$ cat src/hw/lfs_defines.vh
// constants of the lubricator fault and status block
// assumes inclusion by bare name from the design files
`ifndef LFS_DEFINES_VH
`define LFS_DEFINES_VH
// register byte offsets
`define LFS_REG_CTRL     5'h00
`define LFS_REG_INTERVAL 5'h04
`define LFS_REG_ELAPSED  5'h08
`define LFS_REG_CAPACITY 5'h0C
`define LFS_REG_STROKES  5'h10
`define LFS_REG_STATUS   5'h14
// control fields and reset values
`define LFS_CTRL_MODE_LO 0
`define LFS_CTRL_LARGE   2
`define LFS_CTRL_OFF     3
`define LFS_MODE_HOUR    2'h0
`define LFS_MODE_EMPTY   2'h1
`define LFS_MODE_PULSE   2'h2
`define LFS_INTERVAL_RST 16'h0E10
`define LFS_CAPACITY_RST 16'h0320
// fill warning thresholds in percent
`define LFS_PCT_STD      7'h12
`define LFS_PCT_LARGE    7'h1C
`define LFS_PCT_SCALE    7'h64
// overpressure limit in bar
`define LFS_PRESS_LIMIT  7'h46
// timing; LFS_MS_NS and LFS_CLK_NS in ns, the rest in ms
`define LFS_MS_NS        1000000
`define LFS_CLK_NS       10
`define LFS_HALF_WAVE_MS 11'h3E8
`define LFS_SEC_MS       11'h3E8
`define LFS_SELFCHK_MS   11'h1F4
// command pulse windows in ms (tolerance 25 ms)
`define LFS_CMD_STROKE_LO 11'h04B
`define LFS_CMD_STROKE_HI 11'h07D
`define LFS_CMD_FILL_LO   11'h36B
`define LFS_CMD_FILL_HI   11'h39D
`define LFS_CMD_CANCEL_LO 11'h3CF
`define LFS_CMD_CANCEL_HI 11'h401
`define LFS_CMD_STAT_LO   11'h627
`define LFS_CMD_STAT_HI   11'h659
`define LFS_CMD_ACK_LO    11'h68B
`define LFS_CMD_ACK_HI    11'h6BD
`define LFS_FILL_STROKES  6'h28
// display screens
`define LFS_SCR_IDLE     2'h0
`define LFS_SCR_FAULT    2'h1
`define LFS_SCR_FILL     2'h2
`define LFS_SCR_CHECK    2'h3
`endif

$ cat src/hw/lfs_divider.v
// restoring divider used to turn remaining strokes into a fill percent
// assumes start is only raised while busy is low
`timescale 1ns/1ns
`default_nettype none
module lfs_divider #(
  parameter W = 24
) (
  input  wire         mclk_in,
  input  wire         rst_in,
  input  wire         ce_in,
  input  wire         start_in,
  input  wire [W-1:0] num_in,
  input  wire [W-1:0] den_in,
  output reg          busy_out,
  output reg  [W-1:0] quot_out
);
  reg [W-1:0] rem;
  reg [W-1:0] q;
  reg [W-1:0] den;
  reg [5:0]   cnt;
  wire [W:0]  trial = {rem, q[W-1]} - {1'b0, den};
  // one quotient bit per cycle; latency W cycles is fine at ms rates
  always @(posedge mclk_in or posedge rst_in) begin
    if (rst_in) begin
      rem      <= {W{1'b0}};
      q        <= {W{1'b0}};
      den      <= {W{1'b0}};
      cnt      <= 6'h00;
      busy_out <= 1'b0;
      quot_out <= {W{1'b0}};
    end else if (ce_in) begin
      if (start_in && !busy_out) begin
        rem      <= {W{1'b0}};
        q        <= num_in;
        den      <= den_in;
        cnt      <= W[5:0];
        busy_out <= 1'b1;
      end else if (busy_out) begin
        if (!trial[W]) begin
          rem <= trial[W-1:0];
          q   <= {q[W-2:0], 1'b1};
        end else begin
          rem <= {rem[W-2:0], q[W-1]};
          q   <= {q[W-2:0], 1'b0};
        end
        cnt <= cnt - 6'h01;
        if (cnt == 6'h01) begin
          busy_out <= 1'b0;
        end
      end else begin
        quot_out <= q;
      end
    end
  end
endmodule // lfs_divider
`default_nettype wire

$ cat src/hw/lfs_top.v
// fault supervision, fill warning, status line and command decode
// assumes all inputs synchronous to mclk_in; power cycle maps to rst_in
//
// Our own choices: the Avalon-MM interface to the registers and the address map.
`timescale 1ns/1ns
`default_nettype none
`include "lfs_defines.vh"
module lfs_top #(
  parameter MS_CYCLES = (`LFS_MS_NS + `LFS_CLK_NS - 1) / `LFS_CLK_NS
) (
  input  wire        mclk_in,
  input  wire        rst_in,
  input  wire        ce_in,
  input  wire [4:0]  avs_address_in,
  input  wire        avs_read_in,
  input  wire        avs_write_in,
  input  wire [31:0] avs_writedata_in,
  output reg  [31:0] avs_readdata_out,
  output reg         avs_waitrequest_out,
  input  wire [6:0]  pressure_bar_in,
  input  wire        supply_bad_in,
  input  wire        internal_bad_in,
  input  wire        stroke_done_in,
  input  wire        local_ack_in,
  input  wire        selftest_in,
  input  wire        cartridge_new_in,
  input  wire        cmd_in,
  output reg         status_out,
  output reg         pump_enable_out,
  output reg         stroke_req_out,
  output reg  [1:0]  screen_out,
  output reg  [2:0]  fault_num_out,
  output reg  [6:0]  fill_pct_out,
  output reg         low_fill_out
);
  // ***************************************************************
  // register file
  // ***************************************************************
  reg [1:0]  mode;
  reg        large_cart;
  reg        op_off;
  reg [15:0] interval_s;
  reg [15:0] elapsed_s;
  reg [15:0] capacity;
  reg [15:0] strokes;
  reg        empty_cartridge_notice;
  reg        overpressure_fault;
  reg        supply_voltage_fault;
  reg        internal_device_fault;
  reg        bad_cmd;
  reg        selfcheck;
  wire       pulse_mode = (mode == `LFS_MODE_PULSE);
  wire       req = avs_read_in | avs_write_in;
  wire       wr_ok = avs_write_in && !avs_waitrequest_out;
  wire       ctrl_wr = wr_ok && (avs_address_in == `LFS_REG_CTRL);
  wire       elap_wr = wr_ok && (avs_address_in == `LFS_REG_ELAPSED);
  reg [31:0] next_readdata;
  wire [15:0] div_q;
  // read mux; unmapped offsets read as zero
  always @* begin
    next_readdata = 32'h0000_0000;
    case (avs_address_in)
      `LFS_REG_CTRL:     next_readdata = {28'h0, op_off, large_cart, mode};
      `LFS_REG_INTERVAL: next_readdata = {16'h0, interval_s};
      `LFS_REG_ELAPSED:  next_readdata = {16'h0, elapsed_s};
      `LFS_REG_CAPACITY: next_readdata = {16'h0, capacity};
      `LFS_REG_STROKES:  next_readdata = {16'h0, strokes};
      `LFS_REG_STATUS:   next_readdata = {17'h0, fill_pct_out, 1'b0, selfcheck,
                                          bad_cmd, low_fill_out,
                                          internal_device_fault,
                                          supply_voltage_fault,
                                          overpressure_fault,
                                          empty_cartridge_notice};
      default:           next_readdata = 32'h0000_0000;
    endcase
  end
  // one wait state per access, then the transfer completes
  always @(posedge mclk_in or posedge rst_in) begin
    if (rst_in) begin
      avs_waitrequest_out <= 1'b1;
      avs_readdata_out    <= 32'h0000_0000;
      interval_s          <= `LFS_INTERVAL_RST;
      capacity            <= `LFS_CAPACITY_RST;
    end else if (ce_in) begin
      avs_waitrequest_out <= !(req && avs_waitrequest_out);
      if (req && avs_waitrequest_out) begin
        avs_readdata_out <= next_readdata;
      end
      if (wr_ok && avs_address_in == `LFS_REG_INTERVAL) begin
        interval_s <= avs_writedata_in[15:0];
      end
      if (wr_ok && avs_address_in == `LFS_REG_CAPACITY) begin
        capacity <= avs_writedata_in[15:0];
      end
    end
  end
  // ***************************************************************
  // timebase and self-check
  // ***************************************************************
  reg [16:0] ms_div;
  reg        ms_tick;
  reg [10:0] sec_ms;
  reg [10:0] wave_ms;
  reg        wave;
  reg [10:0] chk_ms;
  wire       sec_tick = ms_tick && (sec_ms == `LFS_SEC_MS - 11'h001);
  always @(posedge mclk_in or posedge rst_in) begin
    if (rst_in) begin
      ms_div  <= 17'h00000;
      ms_tick <= 1'b0;
      sec_ms  <= 11'h000;
      wave_ms <= 11'h000;
      wave    <= 1'b1;
      chk_ms  <= 11'h000;
      selfcheck <= 1'b1;
    end else if (ce_in) begin
      ms_tick <= (ms_div == MS_CYCLES[16:0] - 17'h00001);
      ms_div  <= (ms_div == MS_CYCLES[16:0] - 17'h00001) ? 17'h00000 : ms_div + 17'h00001;
      if (ms_tick) begin
        sec_ms <= sec_tick ? 11'h000 : sec_ms + 11'h001;
        // 0.5 Hz with even halves
        if (wave_ms == `LFS_HALF_WAVE_MS - 11'h001) begin
          wave_ms <= 11'h000;
          wave    <= ~wave;
        end else begin
          wave_ms <= wave_ms + 11'h001;
        end
        // self-check window after power-up or a self-test request
        if (selfcheck) begin
          chk_ms <= chk_ms + 11'h001;
          if (chk_ms == `LFS_SELFCHK_MS - 11'h001) begin
            selfcheck <= 1'b0;
          end
        end
      end
      if (selftest_in) begin
        selfcheck <= 1'b1;
        chk_ms    <= 11'h000;
      end
    end
  end
  // ***************************************************************
  // command pulse decode
  // ***************************************************************
  reg [10:0] hi_ms;
  reg        cmd_d;
  reg        too_long;
  reg        cmd_stroke;
  reg        cmd_fill;
  reg        cmd_cancel;
  reg        cmd_ack;
  wire       cmd_fall = cmd_d && !cmd_in;
  // width classed on the falling edge; overlong highs flagged at once
  always @(posedge mclk_in or posedge rst_in) begin
    if (rst_in) begin
      hi_ms <= 11'h000;
      cmd_d <= 1'b0;
      too_long <= 1'b0;
      cmd_stroke <= 1'b0;
      cmd_fill <= 1'b0;
      cmd_cancel <= 1'b0;
      cmd_ack <= 1'b0;
      bad_cmd <= 1'b0;
    end else if (ce_in) begin
      cmd_d <= cmd_in;
      cmd_stroke <= 1'b0;
      cmd_fill <= 1'b0;
      cmd_cancel <= 1'b0;
      cmd_ack <= 1'b0;
      if (!pulse_mode) begin
        hi_ms    <= 11'h000;
        too_long <= 1'b0;
      end else if (cmd_in) begin
        if (ms_tick && !too_long) begin
          hi_ms <= hi_ms + 11'h001;
        end
        if (hi_ms > `LFS_CMD_ACK_HI) begin
          too_long <= 1'b1;
          bad_cmd  <= 1'b1;
        end
      end else if (cmd_fall) begin
        hi_ms    <= 11'h000;
        too_long <= 1'b0;
        if (hi_ms >= `LFS_CMD_STROKE_LO && hi_ms <= `LFS_CMD_STROKE_HI) begin
          cmd_stroke <= 1'b1;
          bad_cmd    <= 1'b0;
        end else if (hi_ms >= `LFS_CMD_FILL_LO && hi_ms <= `LFS_CMD_FILL_HI) begin
          cmd_fill <= 1'b1;
          bad_cmd  <= 1'b0;
        end else if (hi_ms >= `LFS_CMD_CANCEL_LO && hi_ms <= `LFS_CMD_CANCEL_HI) begin
          cmd_cancel <= 1'b1;
          bad_cmd    <= 1'b0;
        end else if (hi_ms >= `LFS_CMD_STAT_LO && hi_ms <= `LFS_CMD_STAT_HI) begin
          bad_cmd <= 1'b0;
        end else if (hi_ms >= `LFS_CMD_ACK_LO && hi_ms <= `LFS_CMD_ACK_HI) begin
          cmd_ack <= 1'b1;
          bad_cmd <= 1'b0;
        end else begin
          bad_cmd <= 1'b1;
        end
      end
    end
  end
  // ***************************************************************
  // faults and acknowledge
  // ***************************************************************
  wire ack = pulse_mode ? cmd_ack : local_ack_in;
  wire over_now = pressure_bar_in > `LFS_PRESS_LIMIT;
  wire hard_fault = overpressure_fault | supply_voltage_fault | internal_device_fault;
  wire empty_now = (strokes >= capacity);
  // a condition still present re-sets its fault flag over any clear; the empty notice drops while cartridge_new_in is high
  always @(posedge mclk_in or posedge rst_in) begin
    if (rst_in) begin
      overpressure_fault     <= 1'b0;
      supply_voltage_fault   <= 1'b0;
      internal_device_fault  <= 1'b0;
      empty_cartridge_notice <= 1'b0;
    end else if (ce_in) begin
      overpressure_fault <= over_now | (overpressure_fault & ~selftest_in);
      supply_voltage_fault  <= supply_bad_in | (supply_voltage_fault & ~ack);
      internal_device_fault <= internal_bad_in | (internal_device_fault & ~ack);
      empty_cartridge_notice <= empty_now & ~cartridge_new_in;
    end
  end
  // ***************************************************************
  // delivery scheduling and stroke count
  // ***************************************************************
  reg        in_flight;
  reg [5:0]  fill_left;
  wire       can_pump = !hard_fault && !empty_cartridge_notice && !op_off
                        && !selfcheck;
  wire       due = !pulse_mode && sec_tick && (elapsed_s + 16'h0001 >= interval_s);
  wire       want = pulse_mode ? (cmd_stroke || fill_left != 6'h00) : due;
  always @(posedge mclk_in or posedge rst_in) begin
    if (rst_in) begin
      mode <= `LFS_MODE_HOUR;
      large_cart <= 1'b0;
      op_off <= 1'b0;
      elapsed_s <= 16'h0000;
      strokes <= 16'h0000;
      in_flight <= 1'b0;
      fill_left <= 6'h00;
      stroke_req_out <= 1'b0;
      pump_enable_out <= 1'b0;
    end else if (ce_in) begin
      if (ctrl_wr) begin
        mode       <= avs_writedata_in[1:0];
        large_cart <= avs_writedata_in[`LFS_CTRL_LARGE];
        op_off     <= avs_writedata_in[`LFS_CTRL_OFF];
      end
      // elapsed time survives power loss by software restore
      if (elap_wr) begin
        elapsed_s <= avs_writedata_in[15:0];
      end else if (due) begin
        elapsed_s <= 16'h0000;
      end else if (!pulse_mode && sec_tick && can_pump) begin
        elapsed_s <= elapsed_s + 16'h0001;
      end
      if (cmd_fill) begin
        fill_left <= `LFS_FILL_STROKES;
      end else if (cmd_cancel || !can_pump) begin
        fill_left <= 6'h00;
      end else if (stroke_done_in && fill_left != 6'h00) begin
        fill_left <= fill_left - 6'h01;
      end
      stroke_req_out <= want && can_pump && !in_flight && !stroke_req_out;
      if (stroke_req_out) begin
        in_flight <= 1'b1;
      end else if (stroke_done_in) begin
        in_flight <= 1'b0;
      end
      if (cartridge_new_in) begin
        strokes <= 16'h0000;
      end else if (stroke_done_in) begin
        strokes <= strokes + 16'h0001;
      end
      pump_enable_out <= can_pump;
    end
  end
  // ***************************************************************
  // fill level, status line and display
  // ***************************************************************
  wire [15:0] remain = empty_now ? 16'h0000 : capacity - strokes;
  wire [6:0]  pct = large_cart ? `LFS_PCT_LARGE : `LFS_PCT_STD;
  wire [23:0] rem_x100 = remain * `LFS_PCT_SCALE;
  wire [23:0] cap_xpct = capacity * pct;
  wire        div_busy;
  wire [23:0] div_quot;
  lfs_divider #(
    .W (24)
  ) u_div (
    .mclk_in  (mclk_in),
    .rst_in   (rst_in),
    .ce_in    (ce_in),
    .start_in (ms_tick && !div_busy),
    .num_in   (rem_x100),
    .den_in   ({8'h00, capacity}),
    .busy_out (div_busy),
    .quot_out (div_quot)
  );
  assign div_q = div_quot[15:0];
  always @(posedge mclk_in or posedge rst_in) begin
    if (rst_in) begin
      low_fill_out  <= 1'b0;
      fill_pct_out  <= 7'h00;
      status_out    <= 1'b1;
      screen_out    <= `LFS_SCR_CHECK;
      fault_num_out <= 3'h0;
    end else if (ce_in) begin
      low_fill_out <= (rem_x100 < cap_xpct);
      fill_pct_out <= (div_q > 16'h0064) ? `LFS_PCT_SCALE : div_q[6:0];
      // fault low outranks empty wave, otherwise high
      if (hard_fault) begin
        status_out <= 1'b0;
      end else if (empty_cartridge_notice && !pulse_mode && !op_off) begin
        status_out <= wave;
      end else begin
        status_out <= 1'b1;
      end
      if (internal_device_fault) begin
        fault_num_out <= 3'h4;
      end else if (supply_voltage_fault) begin
        fault_num_out <= 3'h3;
      end else if (overpressure_fault) begin
        fault_num_out <= 3'h2;
      end else if (empty_cartridge_notice) begin
        fault_num_out <= 3'h1;
      end else begin
        fault_num_out <= 3'h0;
      end
      if (hard_fault || empty_cartridge_notice) begin
        screen_out <= `LFS_SCR_FAULT;
      end else if (selfcheck) begin
        screen_out <= `LFS_SCR_CHECK;
      end else if (low_fill_out) begin
        screen_out <= `LFS_SCR_FILL;
      end else begin
        screen_out <= `LFS_SCR_IDLE;
      end
    end
  end
endmodule // lfs_top
`default_nettype wire

$ cat config.mk
export PLATFORM = sky130hd
export DESIGN_NAME = lfs_top
export DESIGN_NICKNAME = d
export VERILOG_FILES = /design/src/hw/lfs_divider.v /design/src/hw/lfs_top.v
export VERILOG_INCLUDE_DIRS = /design/src /design/src/hw
export SDC_FILE = /design/constraint.sdc
export NUM_CORES = 1
export LEC_CHECK = 0
export ABC_AREA = 1
export BUFFER_PORTS_ARGS = -buffer_cell sky130_fd_sc_hd__buf_2
export CELL_PAD_IN_SITES_DETAIL_PLACEMENT = 1
export CELL_PAD_IN_SITES_GLOBAL_PLACEMENT = 1
export CORE_AREA = 2 2 221 223
export CTS_BUF_LIST = sky130_fd_sc_hd__clkbuf_8
export CTS_CLUSTER_SIZE = 25
export DETAILED_ROUTE_END_ITERATION = 7
export DIE_AREA = 0 0 223 225
export GPL_ROUTABILITY_DRIVEN = 0
export PLACE_DENSITY = 0.81
export SETUP_SLACK_MARGIN = 0.02
export SYNTH_ARGS = -nofsm -noshare
export SYNTH_HDL_FRONTEND = slang
export SYNTH_HIERARCHICAL = 1
export SYNTH_SLANG_ARGS = --single-unit
$ cat constraint.sdc
create_clock -name mclk_in -period 7.75 [get_ports mclk_in]
set_input_delay 2.325 -clock mclk_in [delete_from_list [all_inputs] [get_ports mclk_in]]
set_output_delay 2.325 -clock mclk_in [all_outputs]
set_load 0.02 [all_outputs]
==> results of run 1 <==
## power groups by stage
stage | Sequential [mW] | Combinational [mW] | Clock (mW)
after global routing | 1.95 | 3.18 | 1.56
after CTS | 1.92 | 2.79 | 1.50
after floorplan | 1.88 | 2.04 | 0
after detailed placement | 1.94 | 2.76 | 0
final | 1.92 | 2.76 | 1.46
after global placement | 1.92 | 2.62 | 0
## cell usage in the layout (no fill, tap or decap), types with 4 or more instances in the layout
cell type	instances
nand2_1	752
inv_1	504
dfrtp_1	265
nor2_1	198
o21ai_0	193
ha_1	171
nand3_1	170
a21oi_1	123
buf_2	72
clkbuf_8	67
xor2_1	65
nor3_1	57
fa_1	42
nand4_1	32
conb_1	28
a22oi_1	23
o22ai_1	21
nor4_1	18
xnor2_1	18
nand2_2	17
nor2_2	13
dfstp_2	13
inv_2	11
o21bai_1	10
or2_2	9
o31ai_1	8
a31oi_1	8
o21ai_1	8
nor2_4	7
nand2_4	7
buf_4	6
a21o_1	5
nor3_2	5
nand3b_1	5
nor3b_1	5
clkinv_2	5
nand3_2	4
a21boi_0	4
a221oi_1	4
## worst max-delay path: cells and delay by family (launching register included)
| family | cells | cell delay, ns |
|---|---|---|
| AND/OR/NAND/NOR | 21 | 2.25 |
| adder cells (fa/ha/maj) | 7 | 2.35 |
| AO/OA/AOI/OAI | 3 | 0.52 |
| flip-flops | 1 | 0.49 |
| buffers and inverters | 7 | 0.52 |
| XOR/XNOR | 1 | 0.27 |
## layout make-up
| class | count | area [µm²] | share of cell area (%) |
|---|---|---|---|
| Antenna cell | 1 | 2.50 | 0.0109 |
| Timing Repair Buffer | 78 | 405 | 1.76 |
| Multi-Input combinational cell | 2060 | 11900 | 51.8 |
| Clock buffer | 67 | 922 | 4.00 |
| Inverter | 497 | 1880 | 8.16 |
| Tap cell | 615 | 769 | 3.34 |
| Clock inverter | 30 | 146 | 0.636 |
| Sequential cell | 278 | 6970 | 30.3 |
## flip-flops by register name (all words and copies together), names as in the netlist, 16 cells and up
register	flops
u_div/quot_out	16
ms_div	17
strokes	16
elapsed_s	16
interval_s	16
avs_readdata_out	16
u_div/q	24
capacity	16
u_div/rem	24
u_div/den	24
## metal layers
metal	GRT usage [%]	vias up	wire, µm
met3	4.05	158	2410
met5	0	-	27
met4	12.0	4	2860
met2	46.0	334	31900
li1	-	9363	-
met1	31.4	9575	27600
## worst max-delay path by stage
stage	start	slack, ns	endpoint
2_1_floorplan	rst_in	0.47	avs_readdata_out[0]
3_3_place_gp	capacity[0]	1.56	low_fill_out
3_5_place_dp	capacity[0]	1.29	low_fill_out
4_1_cts	capacity[0]	1.27	low_fill_out
5_1_grt	capacity[0]	0.76	low_fill_out
6_report	capacity[0]	1.25	low_fill_out
## through the flow
stage	hold WS [ns]	std cells
after floorplan	0.418	2913
after global placement	0.444	3528
after detailed placement	0.463	3528
after CTS	0.474	3625
after global routing	0.485	3626
final	0.468	3626
==> metrics.md, run 1 <==
| Metric | Value |
|---|---|
| Yosys warns | 6 |
| Unrepaired setup endpoints after global routing | false |
| Final worst slack | about 1.3 ns |
| Worst-path clk slew | 0.06 ns |
| Gr ovfl total | 0 |
| Worst-case clock buffer depth | 3 |
| Vias in the first global route | about 21000 |
| CTS Buf Count | between 50 and 60 |
| Initial core utilization | roughly 44% |
| Reg2reg end | low_fill_out |
| Cell Rows | 80 |
| Design area | between 20000 and 25000 µm² |
| Worst hold path stage count | 1 |
| Vias | between 15000 and 20000 |
| Cell Int Power | 3.42 mW |
| Endpoint, Worst Hold | wave_ms[10] |
| Power per cell area | between 200 and 300 nW/µm² |
| Placeable Area | between 40000 and 50000 µm² |
| Post-layout net count | about 3200 |
| Reg2reg path depth | 39 |
| Detailed placement HPWL | ~50000 µm |
| Crit path capture type | flip-flop |
| Filler cells | approximately 6100 |
| DIE WIDTH | roughly 220 µm |
| Crit path kind | flip-flop to flip-flop |
| Overall routing resource usage | 26.1% |
| Clock network power share | a little under a quarter |
| Clk_skew | approximately 0.054 ns |
| Final period util | a little over four fifths |
| Worst slew margin | 29.2% |
| Layout cells sized above 1 | 8.47% |
| Slowest CP cell | fa_1 |
| Largest stage delay, worst path | approximately 0.54 ns |
| Leak | between 10 and 15 nW |
| Gate Count Post-Synth | 2886 |
| Post-Syn Area | 21100 µm² |
| Max FO, Critical Path | 10 |
| Switching share of total power | ~44% |
| Placed inst area | 22000 µm² |
| CP arrival | between 7 and 8 ns |
| Die height | between 200 and 250 µm |
| Worst skew pair latency | between 0.6 and 0.7 ns |
| Worst hold path type | flip-flop to flip-flop |
| Gate power share | around 45% |
| Post-CTS Setup Bufs | 0 |
| Largest net degree at the start of global routing | between 100 and 150 |
| Final Setup Violations | 0 |
| Tightest Pin Transition | roughly 1.1 ns |
| Seq pwr share | roughly 31% |
| Fin. Hold Viols | 0 |
| Total Die Area | about 50000 µm² |
| Vias per inst | between 5 and 6 |
| Routed length per instance | around 18 µm |
| Fin util | 48.4% |
| Routed Antenna Nets | 0 |
| CTS Root Cell | clkbuf_8 |
| First-pass GRT wire length | 106000 µm |
| Antenna violations before repair | 3 |
| Initial drt markers | ~900 |
| Worst vdd ir | 147 µV |
| Max Cap Viol | 0 |
| Hold-fix buffers, CTS | 0 |
| Overall power | approximately 6.1 mW |
| Max Slew Vio Count | 0 |
| Final wirelength | ~65000 µm |
| R2R setup slack | approximately 1.3 ns |
| Number of I/O pins | 105 |
| Post-route setup TNS | 0 ns |
| Worst EP required | 8.34 ns |
| Startpoint types | flip-flop |
| Area grow syn2layout | 9.14% |
| Final routed DRC violation total | 0 |
| Post-cts sizing count | 0 |
| Port Buffers | 72 |
| Max Fclk | 154 MHz |
| Syn avg cell area | about 7.3 µm² |
| Outcome | completed |
| Setup WS pre-CTS | roughly 1.3 ns |
| Sink Count | 278 |
| CTS tree | yes |
| Detailed Routing Iterations Pass 1 | 7 |
| CP most frequent cell | nand2_1 |
| Tmin final | about 6.5 ns |
| FF-to-FF Start | capacity[0] |
| HP Start | wave_ms[10] |
| P_sw | about 2.7 mW |
| H-tree levels | 2 |
Note: power is estimated with default switching activity, not from simulation.
==> run 2: changes to the inputs <==
ABC_AREA = 0   (was 1)
CORE_AREA = 2 2 215 217   (was 2 2 221 223)
DIE_AREA = 0 0 217 219   (was 0 0 223 225)
PLACE_DENSITY = 0.77   (was 0.81)
clock period = 6.6 ns   (was 7.75 ns; I/O delays follow)
==> run 2 against run 1 <==
  * The flow now finishes with violations (negative setup slack)
  * Utilization grew 2.8 points
  * Critical path depth decreased by 8
  * Combinational power fell by 6%
  * Routed wire length is 2.9% lower
  * Sequential cell count did not move
  * Largest cell class unchanged
  * Largest power group unchanged
==> metrics.md, run 2 <==
| Metric | Value |
|---|---|
| Outcome | finished with violations |
| Violated checks | negative setup slack |
| Filler cells | 5164 (-15%) |
| Final period util | 101% (+17 points) |
| Vias | 17000 (-13%) |
| Final Setup Violations | 1 (+1) |
| Power per cell area | 266 nW/µm² (-0.48%) |
| Sink Count | 278 (unchanged) |
| Crit path kind | flip-flop to flip-flop |
| CTS Root Cell | clkbuf_8 |
| Post-Syn Area | 19900 µm² (-5.6%) |
| Routed length per instance | 21.7 µm (+21%) |
| Yosys warns | 6 (unchanged) |
| Final worst slack | -0.0666 ns (-1.32 ns) |
| Max Slew Vio Count | 0 (unchanged) |
| Worst hold path type | flip-flop to flip-flop |
| Placeable Area | 45100 µm² (-5.2%) |
| Final routed DRC violation total | 0 (unchanged) |
| Die height | 219 µm (-2.7%) |
| Overall power | 6.14 mW (-0.13%) |
| Crit path capture type | flip-flop |
| Worst vdd ir | 149 µV (+1.4%) |
| Top flop regs | u_div/den x24, u_div/q x24, u_div/rem x24 |
| CTS tree | yes |
| Initial core utilization | 44.2% (-0.19 points) |
| Worst-path clk slew | 0.06 ns (about the same) |
| Antenna violations before repair | 2 (-1) |
| Layout cells sized above 1 | 19.8% (+11 points) |
| Tmin final | 6.67 ns (+0.168 ns) |
| Area grow syn2layout | 16.0% |
| Reg2reg end | low_fill_out |
| First-pass GRT wire length | 97000 µm (-8.3%) |
| Port Buffers | 72 (unchanged) |
| Unrepaired setup endpoints after global routing | true |
| Max Cap Viol | 0 (unchanged) |
| Slowest CP cell | fa_2 |
| CP arrival | 7.27 ns (+0.18 ns) |
| Most common cell after layout, fill and taps aside | dfrtp_1 |
| Detailed Routing Iterations Pass 1 | 5 (-2) |
| Worst EP required | 7.20 ns (-1.14 ns) |
| Cell Rows | 78 (-2.5%) |
| Reg2reg path depth | 31 (-21%) |
| Startpoint types | flip-flop |
| CTS Buf Count | 52 (unchanged) |
| Fin Hold WS | 0.483 ns (+0.0150 ns) |
| Final wirelength | 62900 µm (-2.9%) |
| Commonest cells after routing, fill and taps aside | dfrtp_1, nand2_1, ha_1 |
| FF-to-FF Start | capacity[0] |
| Post-layout net count | 2534 (-22%) |
| Antenna diodes | 0 (-1) |
| Crit path capture | low_fill_out |
| Worst slew margin | 26.7% (-2.5 points) |
| Initial drt markers | 1121 (+21%) |
| Largest stage delay, worst path | 0.65 ns (+0.11 ns) |
| Syn avg cell area | 9.48 µm² (+30%) |
| Detailed placement HPWL | 44200 µm (-12%) |
| Max Fclk | 150 MHz (-2.5%) |
| CP Launch Point | capacity[0] |
| Worst-case clock buffer depth | 3 (unchanged) |
| H-tree levels | 2 (unchanged) |
| Vias in the first global route | 18200 (-13%) |
| Gate Count Post-Synth | 2102 (-27%) |
| Gr ovfl total | 0 (unchanged) |
| Routed Antenna Nets | 0 (unchanged) |
| Leak | 11.3 nW (-10%) |
| Vias per inst | 5.85 (+9.2%) |
| Number of I/O pins | 105 (unchanged) |
| Clk_skew | 0.0606 ns (+0.00613 ns) |
| Total Die Area | 47500 µm² (-5.3%) |
| R2R setup slack | -0.07 ns (-1.32 ns) |
| Tightest Pin Transition | 1.10 ns (+0.0379 ns) |
| Fin. Hold Viols | 0 (unchanged) |
| Hold-fix buffers, CTS | 0 (unchanged) |
| Max FO, Critical Path | 5 (-5) |
| DIE WIDTH | 217 µm (-2.7%) |
| CP most frequent cell | ha_4 |
| Worst skew pair latency | 0.67 ns (about the same) |
| Largest net degree at the start of global routing | 184 (+47%) |
| Overall routing resource usage | 25.5% (-0.58 points) |
## run 2: power by group
part | switching, mW | internal, mW | total [mW] | leakage (nW)
Clock | 0.804 | 0.881 | 1.69 | 0.620
Sequential | 0.0791 | 1.78 | 1.86 | 3.69
Combinational | 1.42 | 1.18 | 2.60 | 6.95
## run 2: critical path: cells and delay by family, from the launching register on
kind	cells	cell delay (ns)
compound gates	15	2.99
fa+ha+maj	7	2.22
buf+inv	5	0.56
flops	1	0.39
simple gates	3	0.25
xor+xnor	1	0.17
## run 2: per-layer routing
layer	global-route usage, %	vias to the layer above	wire length (µm)	share of wire (%)
met5	0	-	0	0
met4	9.16	0	2450	3.9
met3	5.02	145	3130	5.0
met2	44.9	396	31600	50
met1	31.1	8606	25700	41
li1	-	7854	-	-
## run 2: final cells by class
type	count	area [µm²]	share of cell area [%]
clock buffers	61	840	3.63
clock inverters	34	183	0.791
inverters	121	460	1.99
multi-input cells	1622	12600	54.5
flip-flops and latches	278	6970	30.2
well taps	600	751	3.25
repair buffers	190	1300	5.63
## run 2: worst min-delay path by stage
stage | from | to | depth (start not counted)
final | sec_ms[10] | sec_ms[10] | 1
after global routing | sec_ms[10] | sec_ms[10] | 1
after CTS | wave_ms[10] | wave_ms[10] | 1
after detailed placement | wave_ms[10] | wave_ms[10] | 1
after global placement | wave_ms[10] | wave_ms[10] | 1
after floorplan | wave_ms[10] | wave_ms[10] | 1
## run 2: timing repair
action	in CTS	in global routing
setup endpoints to repair	1	1
setup buffers	1	12
gates resized for setup	18	78
pin swaps	8	61
## run 2: metrics by stage
step	TNS, ns	utilization [%]	cells	worst slack, ns	cell area (µm²)
detailed placement	-0.410	47.6	2798	-0.410	21500
global route	-0.250	51.3	2906	-0.250	23100
floorplan	0	-	2129	0.0201	20000
finish	-0.0666	51.3	2906	-0.0666	23100
global placement	-0.150	47.6	2798	-0.150	21500
CTS	0	50.1	2894	0.0600	22600
